$ cat src/logic/analog_out_pkg.sv
`default_nettype none
package analog_out_pkg;
	// =========================================
	// register offsets
	localparam logic [7:0] OUT0_DATA_LOW_ADDR = 8'hf9;
	localparam logic [7:0] OUT0_DATA_HIGH_ADDR = 8'hfa;
	localparam logic [7:0] OUT1_DATA_LOW_ADDR = 8'hfb;
	localparam logic [7:0] OUT1_DATA_HIGH_ADDR = 8'hfc;
	localparam logic [7:0] ANALOG_OUT_CONTROL_ADDR = 8'hfd;
	// =========================================
	// reset values
	localparam logic [7:0] CONTROL_RESET = 8'h04;
	localparam logic [7:0] DATA_RESET = 8'h00;
	// =========================================
	// control field positions
	localparam int MODE_8BIT_BIT = 7;
	localparam int CH1_SPAN_BIT = 6;
	localparam int CH0_SPAN_BIT = 5;
	localparam int CH1_FORCE_ZERO_N_BIT = 4;
	localparam int CH0_FORCE_ZERO_N_BIT = 3;
	localparam int ASYNC_UPDATE_BIT = 2;
	localparam int CH1_POWER_ON_BIT = 1;
	localparam int CH0_POWER_ON_BIT = 0;
endpackage : analog_out_pkg
`default_nettype wire

$ cat src/logic/out_channel.sv
`timescale 1ns/10ps
`default_nettype none
// one output channel: code latch, clear, span and power
module out_channel (
	// clock and reset
	input wire logic clk_sys,
	input wire logic rst_n,
	// control
	input wire logic load,
	input wire logic [11:0] code_in,
	input wire logic force_zero_n,
	input wire logic span_sel,
	input wire logic power_on,
	// analog stage
	output logic [11:0] code_out,
	output logic span_supply,
	output logic drive_en
);
	logic [11:0] code_q;

	// =========================================
	// code latch
	// latched code survives a clear so releasing it restores the level
	always_ff @(posedge clk_sys or negedge rst_n) begin
		if (!rst_n) begin
			code_q <= 12'h000;
		end else if (load) begin
			code_q <= code_in;
		end
	end

	// =========================================
	// output stage drive
	always_ff @(posedge clk_sys or negedge rst_n) begin
		if (!rst_n) begin
			code_out <= 12'h000;
			span_supply <= 1'b0;
			drive_en <= 1'b0;
		end else begin
			code_out <= force_zero_n ? (load ? code_in : code_q) : 12'h000;
			span_supply <= span_sel;
			drive_en <= power_on;
		end
	end
endmodule : out_channel
`default_nettype wire

$ cat src/logic/analog_out_ctrl.sv
`timescale 1ns/10ps
`default_nettype none
// special function register side of the dual output converter
module analog_out_ctrl (
	// clock and reset
	input wire logic clk_sys,
	input wire logic rst_n,
	// internal register bus
	input wire logic [7:0] sfr_addr,
	input wire logic sfr_wr,
	input wire logic [7:0] sfr_wdata,
	output logic [7:0] sfr_rdata,
	output logic sfr_hit,
	// channel 0 analog stage
	output logic [11:0] ch0_code,
	output logic ch0_span_supply,
	output logic ch0_drive_en,
	// channel 1 analog stage
	output logic [11:0] ch1_code,
	output logic ch1_span_supply,
	output logic ch1_drive_en,
	// pin sharing with analog inputs 4 and 5
	output logic analog_input_4_avail,
	output logic analog_input_5_avail
);
	logic [7:0] control_q;
	logic [7:0] out0_low_q;
	logic [7:0] out0_high_q;
	logic [7:0] out1_low_q;
	logic [7:0] out1_high_q;
	logic wr_ctrl;
	logic wr_l0;
	logic wr_h0;
	logic wr_l1;
	logic wr_h1;
	logic mode_8bit;
	logic async_now;
	logic sync_release;
	logic load0;
	logic load1;
	logic [11:0] code0_next;
	logic [11:0] code1_next;
	logic [7:0] l0_eff;
	logic [7:0] l1_eff;
	logic [7:0] h0_eff;
	logic [7:0] h1_eff;
	logic ch0_en;
	logic ch1_en;

	// assemble a code from its data bytes: low byte alone in 8-bit mode, else high byte low nibble and low byte
	function automatic logic [11:0] join_code(input logic eight_bit, input logic [7:0] lo,
			input logic [7:0] hi);
		if (eight_bit) begin
			join_code = {lo, 4'h0};
		end else begin
			join_code = {hi[3:0], lo};
		end
	endfunction : join_code

	// =========================================
	// address decode
	assign wr_ctrl = sfr_wr && (sfr_addr == analog_out_pkg::ANALOG_OUT_CONTROL_ADDR);
	assign wr_l0 = sfr_wr && (sfr_addr == analog_out_pkg::OUT0_DATA_LOW_ADDR);
	assign wr_h0 = sfr_wr && (sfr_addr == analog_out_pkg::OUT0_DATA_HIGH_ADDR);
	assign wr_l1 = sfr_wr && (sfr_addr == analog_out_pkg::OUT1_DATA_LOW_ADDR);
	assign wr_h1 = sfr_wr && (sfr_addr == analog_out_pkg::OUT1_DATA_HIGH_ADDR);

	// =========================================
	// control register
	always_ff @(posedge clk_sys or negedge rst_n) begin
		if (!rst_n) begin
			control_q <= analog_out_pkg::CONTROL_RESET;
		end else if (wr_ctrl) begin
			control_q <= sfr_wdata;
		end
	end

	// =========================================
	// data registers
	always_ff @(posedge clk_sys or negedge rst_n) begin
		if (!rst_n) begin
			out0_low_q <= analog_out_pkg::DATA_RESET;
			out0_high_q <= analog_out_pkg::DATA_RESET;
			out1_low_q <= analog_out_pkg::DATA_RESET;
			out1_high_q <= analog_out_pkg::DATA_RESET;
		end else begin
			if (wr_l0) begin
				out0_low_q <= sfr_wdata;
			end
			if (wr_h0) begin
				out0_high_q <= sfr_wdata;
			end
			if (wr_l1) begin
				out1_low_q <= sfr_wdata;
			end
			if (wr_h1) begin
				out1_high_q <= sfr_wdata;
			end
		end
	end

	// =========================================
	// load decisions
	// the byte being written this cycle is used directly so the load needs no
	// extra cycle behind the register write
	assign mode_8bit = control_q[analog_out_pkg::MODE_8BIT_BIT];
	assign async_now = control_q[analog_out_pkg::ASYNC_UPDATE_BIT];
	assign sync_release = wr_ctrl && !async_now
		&& sfr_wdata[analog_out_pkg::ASYNC_UPDATE_BIT];
	assign l0_eff = wr_l0 ? sfr_wdata : out0_low_q;
	assign l1_eff = wr_l1 ? sfr_wdata : out1_low_q;
	assign h0_eff = wr_h0 ? sfr_wdata : out0_high_q;
	assign h1_eff = wr_h1 ? sfr_wdata : out1_high_q;
	// high byte writes never load: only a low byte write in async mode or a sync release commits a code
	assign load0 = (async_now && wr_l0) || sync_release;
	assign load1 = (async_now && wr_l1) || sync_release;
	// release takes the mode being written with it
	assign code0_next = join_code(sync_release ? sfr_wdata[analog_out_pkg::MODE_8BIT_BIT]
		: mode_8bit, l0_eff, h0_eff);
	assign code1_next = join_code(sync_release ? sfr_wdata[analog_out_pkg::MODE_8BIT_BIT]
		: mode_8bit, l1_eff, h1_eff);

	// =========================================
	// channels
	out_channel u_ch0 (
		.clk_sys(clk_sys),
		.rst_n(rst_n),
		.load(load0),
		.code_in(code0_next),
		.force_zero_n(control_q[analog_out_pkg::CH0_FORCE_ZERO_N_BIT]),
		.span_sel(control_q[analog_out_pkg::CH0_SPAN_BIT]),
		.power_on(control_q[analog_out_pkg::CH0_POWER_ON_BIT]),
		.code_out(ch0_code),
		.span_supply(ch0_span_supply),
		.drive_en(ch0_en)
	);

	out_channel u_ch1 (
		.clk_sys(clk_sys),
		.rst_n(rst_n),
		.load(load1),
		.code_in(code1_next),
		.force_zero_n(control_q[analog_out_pkg::CH1_FORCE_ZERO_N_BIT]),
		.span_sel(control_q[analog_out_pkg::CH1_SPAN_BIT]),
		.power_on(control_q[analog_out_pkg::CH1_POWER_ON_BIT]),
		.code_out(ch1_code),
		.span_supply(ch1_span_supply),
		.drive_en(ch1_en)
	);

	// =========================================
	// pin sharing
	// input side of a shared pin is lost while the channel drives it
	assign ch0_drive_en = ch0_en;
	assign ch1_drive_en = ch1_en;
	assign analog_input_4_avail = !ch0_en;
	assign analog_input_5_avail = !ch1_en;

	// =========================================
	// read back
	// unmapped addresses read zero and drop sfr_hit so other blocks can answer
	always_comb begin
		sfr_hit = 1'b1;
		unique case (sfr_addr)
			analog_out_pkg::OUT0_DATA_LOW_ADDR: sfr_rdata = out0_low_q;
			analog_out_pkg::OUT0_DATA_HIGH_ADDR: sfr_rdata = out0_high_q;
			analog_out_pkg::OUT1_DATA_LOW_ADDR: sfr_rdata = out1_low_q;
			analog_out_pkg::OUT1_DATA_HIGH_ADDR: sfr_rdata = out1_high_q;
			analog_out_pkg::ANALOG_OUT_CONTROL_ADDR: sfr_rdata = control_q;
			default: begin
				sfr_rdata = 8'h00;
				sfr_hit = 1'b0;
			end
		endcase
	end
endmodule : analog_out_ctrl
`default_nettype wire

$ cat config.mk
export PLATFORM = sky130hd
export DESIGN_NAME = analog_out_ctrl
export DESIGN_NICKNAME = d
export VERILOG_FILES = /design/src/logic/analog_out_pkg.sv /design/src/logic/out_channel.sv /design/src/logic/analog_out_ctrl.sv
export SDC_FILE = /design/constraint.sdc
export NUM_CORES = 1
export LEC_CHECK = 0
export BUFFER_PORTS_ARGS = -buffer_cell sky130_fd_sc_hd__buf_2
export CORE_ASPECT_RATIO = 1.1
export CORE_MARGIN = 2
export CORE_UTILIZATION = 45
export DETAILED_ROUTE_END_ITERATION = 8
export GPL_ROUTABILITY_DRIVEN = 0
export GPL_TIMING_DRIVEN = 0
export PLACE_DENSITY_LB_ADDON = 0.05
export SLEW_MARGIN = 30
export SYNTH_ARGS = -nofsm -noshare
export SYNTH_HDL_FRONTEND = slang
export SYNTH_SLANG_ARGS = --single-unit
export TNS_END_PERCENT = 50
$ cat constraint.sdc
create_clock -name clk_sys -period 4.7 [get_ports clk_sys]
set_clock_uncertainty 0.2 [all_clocks]
set_input_delay 0.235 -clock clk_sys [delete_from_list [all_inputs] [get_ports clk_sys]]
set_output_delay 0.235 -clock clk_sys [all_outputs]
set_load 0.01 [all_outputs]
## After elaboration in Yosys (flattened, before gate mapping)

Index checks and enable logic that the tools add are counted.

| cells by class | value |
|---|---|
| eq/ne operators | 5 |
| multiplexer cells | 13 |
| reductions and logical operators | 15 |

Operator list:

| operator | number |
|---|---|
| $mux 12 | 6 |
| $eq 8x8->1 const B | 5 |
| $pmux 8 s5 | 1 |
| $mux 8 | 2 |
| $logic_and 1x1->1 | 9 |
| $mux 4 | 2 |
| $reduce_or 5->1 | 1 |
| $logic_not 1->1 | 3 |
| $logic_or 1x1->1 | 2 |
| $mux 1 | 2 |

| storage, ports and cells | value |
|---|---|
| bits in registers | 92 |
| word-level logic and storage cells | 48 |

## Longest topological paths before layout

Gate-level depths: netlist (run 1).

| depth | value |
|---|---|
| word-level depth | 8 |
| depth in mapped cells | 9 |

## Hierarchy

From an unflattened synthesis (run 1), not the netlist that was laid out.

| second synthesis, totals | value |
|---|---|
| cells, all modules | 328 |
| area total of the unflattened synthesis | 4286.6 um2 |

Modules (own cells, without submodules):

| module | times used | cells each | area an instance (um2) | sequential area each (um2) |
|---|---|---|---|---|
| analog_out_ctrl | 1 | 224 | 2454.9 | 1002.2 |
| out_channel | 2 | 52 | 915.9 | 650.6 |

## Least setup slack after synthesis (run 1)

OpenSTA, ideal clock, no wires.

| timing path | value |
|---|---|
| path kind | register -> register |
| start | reg control_q[2] |
| end | reg u_ch0.code_out[8] |
| library setup time | 0.120 ns |
| arrival time | 1.749 ns |
| required time | 4.380 ns |
| setup slack | 2.631 ns |
| cell stages (with the launch flop) | 8 |
| buffers on the path | 2 |
| clock period less this slack | 2.069 ns |
| cells stage by stage | dfstp_2 > and4b_1 > buf_4 > a31o_4 > and2_1 > buf_6 > nor3_1 > and3b_1 |

| between the ends | value |
|---|---|
| cells in the longest elaborated chain, start to end | 7 |

RTL lines:

| element | line | source |
|---|---|---|
| start: declaration | analog_out_ctrl.sv:26 | `logic [7:0] control_q;` |
| start signal: assignment | analog_out_ctrl.sv:72 | `control_q <= analog_out_pkg::CONTROL_RESET;` |
| start signal: assignment | analog_out_ctrl.sv:74 | `control_q <= sfr_wdata;` |
| $logic_not 1->1 | analog_out_ctrl.sv:108 | `assign sync_release = wr_ctrl && !async_now` |
| $logic_and 1x1->1 | analog_out_ctrl.sv:108 |  |
| $logic_and 1x1->1 | analog_out_ctrl.sv:109 | `&& sfr_wdata[analog_out_pkg::ASYNC_UPDATE_BIT];` |
| $mux 1 | analog_out_ctrl.sv:118 | `assign code0_next = join_code(sync_release ? sfr_wdata[analog_out_pkg::MODE_8BIT_BIT]` |
| $mux 12 | analog_out_ctrl.sv:53 | `if (eight_bit) begin` |
| $mux 12 (*) | - |  |
| $mux 12 (*) | out_channel.sv:40 | `code_out <= force_zero_n ? (load ? code_in : code_q) : 12'h000;` |
| end signal: assignment | out_channel.sv:40 |  |
| end: declaration | out_channel.sv:15 | `output logic [11:0] code_out,` |

Mark *: on every way between the ends. The rest lies on a longest branch, timed or not.
A chain may end at the register's enable or synchronous reset.

## Worst setup path in the final report (run 1)

| timing path | value |
|---|---|
| start | reg control_q[2] |
| end | reg u_ch0.code_out[10] |

The elaborated chain is that of the path after synthesis.

==> results of run 1 <==
per-layer routing:
layer / vias to the layer above / share of wire [%] / routed length [um]
li1: 1433 / - / -
met1: 1484 / 44 / 4450
met2: 59 / 51 / 5110
met3: 13 / 3.2 / 326
met4: 0 / 1.7 / 174
met5: - / 0 / 0
sequential cells by signal (all words and copies together) (netlist names):
register / count
u_ch0.code_q: 12
out1_low_q: 8
out0_high_q: 8
u_ch1.span_supply: 1
out1_high_q: 8
u_ch1.code_out: 12
control_q: 8
out0_low_q: 8
u_ch1.code_q: 12
u_ch0.span_supply: 1
u_ch1.drive_en: 1
u_ch0.code_out: 12
u_ch0.drive_en: 1
final cells by class:
| class | count | area (um^2) |
|---|---|---|
| fill | 841 | 4300 |
| sequential | 92 | 2300 |
| multi-input combinational | 226 | 1690 |
| timing repair buffer | 64 | 384 |
| buffer | 24 | 150 |
| tap | 117 | 146 |
| clock buffer | 10 | 128 |
| inverter | 25 | 93.8 |
| clock inverter | 6 | 65.1 |
kinds of logic (layout without fill, tap and decap cells):
group           Yosys count  after routing  share of synthesized area [%]
flops                    92             92                           54.5
compound gates           64             64                           11.1
simple gates            101            101                           13.0
buf+inv                  49            129                           5.78
mux                      61             61                           15.6
timing repair:
item | 4_1_cts | 5_1_grt
gates resized for setup | 0 | 0
hold buffers | 7 | 0
endpoints found under the setup margin | 0 | 0
endpoints found under the hold margin | 103 | 0
worst register-to-register path, stage by stage (launching register included):
cell      delay (ns)
dfstp_2         0.56
and4b_1         0.19
buf_4           0.15
o211ai_2        0.46
clkbuf_1        0.47
nor3_1          0.12
and3b_1         0.25
metrics by stage:
stage,setup slack [ns],total power [mW]
final,2.25,1.49
after global routing,2.10,1.56
after CTS,2.26,1.51
after detailed placement,2.27,0.980
after global placement,2.24,0.974
after floorplan,2.63,0.916
Yosys cell counts, types with 2 or more instances:
cell type,n
buf_2,9
mux2i_1,27
buf_4,3
dfrtp_1,91
o21ai_1,6
buf_6,5
and3b_1,4
and4b_1,2
a31oi_1,3
a21oi_1,4
clkbuf_1,5
and3_1,4
o21ai_2,2
mux2_2,32
mux2_4,2
nor3_1,5
or3_1,4
nand3_1,11
nand2_1,33
a22oi_1,8
o31a_1,3
o311a_1,3
buf_1,2
inv_1,25
nor2_1,16
nand4_1,2
o31ai_1,4
o21ai_0,13
a41oi_1,3
nor2b_1,5
o22a_1,8
and2_1,5
worst paths after layout:
check                           cells after the start                  to  slack (ns)
worst min-delay path                                3      out0_high_q[2]        0.01
worst min register to register                      0      u_ch1.drive_en        0.20
worst max register to register                      6  u_ch0.code_out[10]        2.25
worst max-delay path                                6  u_ch0.code_out[10]        2.25
min in group asynchronous                           2   u_ch0.code_out[1]        0.15
max in group asynchronous                           3        control_q[2]        3.52
where the power goes:
part           internal, mW  switching, mW
sequential            0.813         0.0114
clock                 0.246          0.278
combinational        0.0571         0.0861
total                  1.12          0.376
==> reports/results.ini, run 1 <==
[run_status]
status = finished clean

[synthesis]
synthesis.nets = 386
yosysTopAreaCell = dfrtp_1
async_flop_share_pct = 100
synth_cells = 367
synth-main-ff-cell = dfrtp_1
ys_ff_latch = 92
avgSynthCellArea_um2 = 11.5
ys_seq_area_share_pct = 54.5
yosysUniqueCellTypes = 50
synth_edf_count = 0
synth_top_area_share_pct = 53.9
synthesis.area_um2 = 4220
ys_warn_count = 0
synthTopCellsByArea = dfrtp_1, mux2_2, mux2i_1, nand2_1, inv_1

[cells_and_area]
layout_common_cells = dfrtp_1, buf_2, nand2_1, mux2_2, mux2i_1
fin_area_um2 = 4960
area_growth_pct = 17.3
layout-drive-gt1-share_pct = 30.0
finalNonFillerCells = 564
layout_commonest_cell = dfrtp_1
nets = 461
utilization_pct = 53.5
antenna_cells = 0

[global_route]
grt.overflow.total = 0
antenna_found_initial = 0
met2_usage_pct = 35.1
gr-max-usage-layer = met2
use_met3_pct = 3.93
grt_pass1_wl_um = 16100
grt_pass1_vias = 3049
use_met1_pct = 27.6
grt_usage_pct = 21.2
grt_start_max_net_pins = 52

[power]
static-leakage-power_nw = 2.58
peakVddDrop_mv = 0.154
power_density_nw_per_um2 = 301

[sta]
hold_viol = 0
tightest_slew_ns = 0.808
rsz0062_at_grt = no
setup-violations-final = 0
slew_violations = 0
max_freq_mhz = 407
slew-limit-headroom_pct = 45.7
setup_tns_ns = 0
post-route-min-period_ns = 2.45
post-route-period-util_pct = 52.2
timing.hold.ws_ns = 0.0105

[clock_tree]
cts_setup_buffers = 0
htree_levels = 3
numCtsBuffers = 9
clockBufferDepth = 2
clk_latency_ns = 0.36
root_buffer = clkbuf_8
cts_tree = done
clk_pin_slew_ns = 0.09
cts_sinks = 92

[route]
wire_per_inst_um = 17.8
drt-total-wl_um = 10100
drt-initial-drc-count = 105
drtAntennaViolNets = 0
drc = 0
num_vias = 2989
first_pass_iters = 5
via_per_inst = 5.30

[run]
maxCapViolations = 0

[placement]
postPlaceCellArea_um2 = 4690
place_hpwl_um = 7300
placedCellCount = 541
portBuffers = 56

[floorplan]
die_h_um = 106
start_util_pct = 45.6
dieArea_um2 = 10200
core_um2 = 9260
fp.dieW_um = 96.4
row_count = 37
io_pins = 58

[worst_setup_path]
setup.worst_path.end_class = register
startpoint_type = register
path_cells = and4b_1 -> buf_4 -> o211ai_2 -> clkbuf_1 -> nor3_1 -> and3b_1
crit_type = register to register
regToRegStartpoint = control_q[2]
required_ns = 4.79
critPathMaxFanout = 10
crit_slowest_cell = dfstp_2
crit_start = control_q[2]
arrival_ns = 2.54
max_stage_delay_ns = 0.56
crit_family = buffers and inverters
crit_buf_inv = 2

[min_path]
min_path_type = input port to register
hold_start = sfr_wdata[2]

(Power assumes the default switching activity.)
==> inputs of run 2 (changes only) <==
==> constraint.sdc (replaced) <==
create_clock -name clk_sys -period 2.5 [get_ports clk_sys]
set_clock_uncertainty 0.2 [all_clocks]
set_input_delay 0.125 -clock clk_sys [delete_from_list [all_inputs] [get_ports clk_sys]]
set_output_delay 0.125 -clock clk_sys [all_outputs]
set_load 0.01 [all_outputs]
==> run 2 against run 1 <==
Sequential share of layout area fell by 0.69 points. Register-to-register slack got worse by 2.1 ns. Setup slack got worse by 2.1 ns. Total power rose by 88%. Clock-buffer cell count did not move. Critical path type is now input port to register. Global-route usage rose by 0.13 points. Via count rose by 0.57%. Combinational power rose by 94%. Sequential power rose by 88%. Die area did not move.
==> reports/results.ini, run 2 (synthesis results as in run 1) <==
[sta]
setup_tns_ns = 0
setup-violations-final = 0
max_freq_mhz = 419
post-route-period-util_pct = 95.4
slew-limit-headroom_pct = 46.2
hold_viol = 0
tightest_slew_ns = 0.801
rsz0062_at_grt = no
slew_violations = 0
post-route-min-period_ns = 2.39

[cells_and_area]
nets = 467
area_growth_pct = 19.1
layout-drive-gt1-share_pct = 30.2
layout_commonest_cell = dfrtp_1
n_fill_cell = 842
layout_common_cells = dfrtp_1, buf_2, nand2_1, mux2_2, mux2i_1
finalNonFillerCells = 570
antenna_cells = 0

[global_route]
met2_usage_pct = 35.4
grt_pass1_vias = 3088
grt_start_max_net_pins = 52
use_met1_pct = 27.7
antenna_found_initial = 0
grt.overflow.total = 0
gr-max-usage-layer = met2
grt_pass1_wl_um = 16300
grt_usage_pct = 21.4
use_met3_pct = 3.93

[power]
power_density_nw_per_um2 = 559
static-leakage-power_nw = 2.60
peakVddDrop_mv = 0.304

[worst_setup_path]
startpoint_type = input port
setup.worst_path.end_class = register
max_stage_delay_ns = 0.61
arrival_ns = 2.48
crit_buf_inv = 4
critPathMaxFanout = 10
path_cells = buf_2 -> buf_6 -> nand2_1 -> nor4_4 -> nand2_1 -> dlygate4sd3_1 -> o21ai_0 -> dlygate4sd3_1
crit_type = input port to register
crit_family = buffers and inverters
crit_slowest_cell = nor4_4
required_ns = 2.60

[run_status]
status = finished clean

[clock_tree]
htree_levels = 3
clk_latency_ns = 0.35
clockBufferDepth = 2
cts_sinks = 92
numCtsBuffers = 9
cts_tree = done
root_buffer = clkbuf_8
clk_pin_slew_ns = 0.09

[route]
drt-total-wl_um = 10100
wire_per_inst_um = 17.7
via_per_inst = 5.27
drc = 0
first_pass_iters = 6
num_vias = 3006
drtAntennaViolNets = 0
drt-initial-drc-count = 94

[run]
maxCapViolations = 0

[floorplan]
die_h_um = 106
start_util_pct = 45.6
fp.dieW_um = 96.4
row_count = 37
core_um2 = 9260
io_pins = 58
dieArea_um2 = 10200

[placement]
portBuffers = 56
place_hpwl_um = 7300
placedCellCount = 541

[min_path]
min_path_type = input port to register

-- run 2: area by class of cell --
type	instances	area (um^2)	area share, %
Timing Repair Buffer	70	444	8.83
Buffer	24	155	3.08
Clock inverter	6	65.1	1.29
Multi-Input combinational cell	226	1700	33.7
Sequential cell	92	2300	45.8
Tap cell	117	146	2.91
Clock buffer	10	128	2.54
Inverter	25	93.8	1.87
-- run 2: power by group --
group / internal [mW] / switching, mW
Clock: 0.463 / 0.521
Sequential: 1.53 / 0.0216
Combinational: 0.114 / 0.164
-- run 2: final timing paths --
kind	start	slack, ns	cells past startpoint	endpoint
setup / recovery	sfr_addr[0]	0.11	8	control_q[7]
hold / removal	sfr_addr[1]	0.03	3	control_q[5]
setup reg to reg	control_q[2]	0.19	6	u_ch0.code_out[10]
hold reg to reg	control_q[6]	0.20	0	u_ch1.span_supply
max in group asynchronous	rst_n	1.44	3	control_q[2]
min in group asynchronous	rst_n	0.04	2	u_ch0.code_out[1]
-- run 2: through the flow --
| stage | util [%] | setup slack, ns | hold slack [ns] | area (um^2) | total power [mW] |
|---|---|---|---|---|---|
| global placement | 50.2 | 0.0416 | 0.178 | 4650 | 1.83 |
| CTS | 54.2 | 0.0583 | 0.0149 | 5020 | 2.84 |
| detailed placement | 50.7 | 0.0689 | -0.128 | 4690 | 1.84 |
| global route | 54.3 | 0.0237 | 0.0125 | 5030 | 2.95 |
| finish | 54.3 | 0.114 | 0.0294 | 5030 | 2.81 |
| floorplan | - | 0.431 | -0.371 | 4220 | 1.72 |
-- run 2: per-layer routing --
metal / vias to the layer above / share of wire, %
met1: 1487 / 45
met4: 0 / 1.6
met2: 60 / 51
met3: 12 / 3.3
li1: 1447 / -
met5: - / 0
-- run 2: repair_timing --
item / CTS / global route
endpoints found under the hold margin: 129 / 0
setup endpoints to repair: 0 / 6
setup buffers: 0 / 0
gates resized for setup: 0 / 5
hold buffers: 13 / 0
-- run 2: worst min-delay path, cell delays in order --
cell	delay, ns
buf_6	0.11
nor4_4	0.10
mux2_2	0.22
==> inputs of run 3 (changes only) <==
--- a/config.mk
+++ b/config.mk
@@ -5,11 +5,11 @@
 export SDC_FILE = /design/constraint.sdc
 export NUM_CORES = 1
 export LEC_CHECK = 0
-export BUFFER_PORTS_ARGS = -buffer_cell sky130_fd_sc_hd__buf_2
 export CORE_ASPECT_RATIO = 1.1
 export CORE_MARGIN = 2
 export CORE_UTILIZATION = 45
 export DETAILED_ROUTE_END_ITERATION = 8
+export DONT_BUFFER_PORTS = 1
 export GPL_ROUTABILITY_DRIVEN = 0
 export GPL_TIMING_DRIVEN = 0
 export PLACE_DENSITY_LB_ADDON = 0.05
==> run 3 against run 2 <==
Sequential power is essentially flat. Via count shrank 4.7%. Register-to-register slack lost 0.06 ns. Clock-buffer cell count grew 3. Core utilization shrank 2.9 points. First-iteration DRC count grew 6.4%. Wire length shrank 1.1%. Setup slack gained 0.015 ns. Clock power shrank 13%. Largest power group unchanged.
==> reports/results.ini, run 3 (synthesis results as in run 1) <==
[route]
num_vias = 2864
via_per_inst = 5.50
wire_per_inst_um = 19.1
drt-initial-drc-count = 100
drt-total-wl_um = 9970
drc = 0
first_pass_iters = 4
drtAntennaViolNets = 0

[cells_and_area]
area_growth_pct = 12.7
antenna_cells = 0
finalNonFillerCells = 521
layout_common_cells = dfrtp_1, nand2_1, mux2_2, mux2i_1, inv_1
layout_commonest_cell = dfrtp_1
nets = 418
multi_input_area_um2 = 1690
ff_latch_area_um2 = 2300
utilization_pct = 51.4
n_fill_cell = 860
layout-drive-gt1-share_pct = 18.8

[global_route]
antenna_found_initial = 0
grt_pass1_wl_um = 16200
grt_usage_pct = 21.4
grt_start_max_net_pins = 93
grt_pass1_vias = 3002
grt.overflow.total = 0

[placement]
portBuffers = 0
place_hpwl_um = 6980
placedCellCount = 484

[sta]
post-route-min-period_ns = 2.37
rsz0062_at_grt = no
hold_viol = 0
setup_tns_ns = 0
slew_violations = 0
tightest_slew_ns = 0.665
post-route-period-util_pct = 94.8
setup-violations-final = 0
slew-limit-headroom_pct = 55.3
max_freq_mhz = 422

[power]
internal-power_mw = 1.99
p_sw_share_pct = 25.1
seq_power_share_pct = 58.4
clkPwrFrac_pct = 32.1
static-leakage-power_nw = 2.35
peakVddDrop_mv = 0.299
p_sw_mw = 0.666
power_density_nw_per_um2 = 558
combPwrFrac_pct = 9.5

[clock_tree]
htree_levels = 3
clockBufferDepth = 2
cts_setup_buffers = 0
root_buffer = clkbuf_8
numCtsBuffers = 9
clk_pin_slew_ns = 0.08
cts_sinks = 92
clk_latency_ns = 0.36
cts_tree = done

[run]
maxCapViolations = 0

[worst_setup_path]
crit_type = register to register
required_ns = 2.54
setup.worst_path.end_class = register
path_cells = and4b_1 -> buf_4 -> o211ai_2 -> clkbuf_2 -> nor3_1 -> nor3b_1
critPathMaxFanout = 10
arrival_ns = 2.41
startpoint_type = register
max_stage_delay_ns = 0.55
crit_slowest_cell = dfstp_2

[floorplan]
io_pins = 58
fp.dieW_um = 96.4
dieArea_um2 = 10200
core_um2 = 9260
die_h_um = 106
start_util_pct = 45.6
row_count = 37

[run_status]
status = finished clean

[min_path]
min_path_type = input port to register

## run 3: cell count changes in the layout (fill, tap and decap cells not counted), sizes merged
cell         previous run  this run
clkinv                  4         3
clkinvlp                1         0
dlygate4sd3            13        20
buf                    76        20
bufinv                  1         0
clkbuf                 15        18
## run 3: worst max-delay path, delay by kind of cell (launching register included)
| kind | cells | cell delay [ns] |
|---|---|---|
| AO/OA/AOI/OAI | 1 | 0.43 |
| buffers and inverters | 2 | 0.49 |
| flip-flops | 1 | 0.55 |
| AND/OR/NAND/NOR | 3 | 0.59 |
## run 3: layout make-up
| class | count | area share (%) |
|---|---|---|
| Buffer | 24 | 3.18 |
| Clock buffer | 13 | 2.92 |
| Tap cell | 117 | 3.07 |
| Multi-Input combinational cell | 226 | 35.4 |
| Inverter | 25 | 1.97 |
| Timing Repair Buffer | 21 | 4.78 |
| Clock inverter | 3 | 0.315 |
| Sequential cell | 92 | 48.4 |
## run 3: timing repair
| action | CTS | global route |
|---|---|---|
| hold buffers | 21 | 0 |
| setup endpoints to repair | 1 | 0 |
| resized for setup | 1 | 0 |
| hold endpoints to repair | 147 | 0 |
## run 3: per-layer routing
metal	up-vias	global-route usage (%)	share of wire, %
li1	1353	-	-
met1	1442	27.7	43
met2	54	34.9	51
met3	15	3.43	2.8
met4	0	9.96	2.6
met5	-	0	0
## run 3: metrics by stage
step | power [mW] | instance area, um^2 | hold slack [ns] | worst slack [ns]
after floorplan | 1.72 | 4220 | -0.371 | 0.431
after detailed placement | 1.77 | 4380 | -0.369 | 0.0171
final | 2.66 | 4760 | 0.0237 | 0.129
after CTS | 2.69 | 4760 | 0.0165 | 0.123
after global routing | 2.78 | 4760 | 0.0461 | 0.0452
after global placement | 1.77 | 4370 | -0.368 | 0.0226
## run 3: worst paths after layout
kind                                endpoint  slack [ns]  depth (start not counted)         start
min                            out1_low_q[2]        0.02                          4   sfr_addr[0]
max                        u_ch0.code_out[7]        0.13                          6  control_q[2]
max reg2reg                u_ch0.code_out[7]        0.13                          6  control_q[2]
min reg2reg                u_ch1.span_supply        0.20                          0  control_q[6]
max in group asynchronous     out0_high_q[5]        1.59                          2         rst_n
min in group asynchronous      out0_low_q[6]        0.12                          2         rst_n
## run 3: power groups by stage
stage	combinational, mW	sequential (mW)	clock [mW]
after floorplan	0.147	1.58	0
after global placement	0.187	1.58	0
after detailed placement	0.191	1.58	0
after CTS	0.257	1.55	0.881
after global routing	0.282	1.56	0.941
final	0.253	1.55	0.852
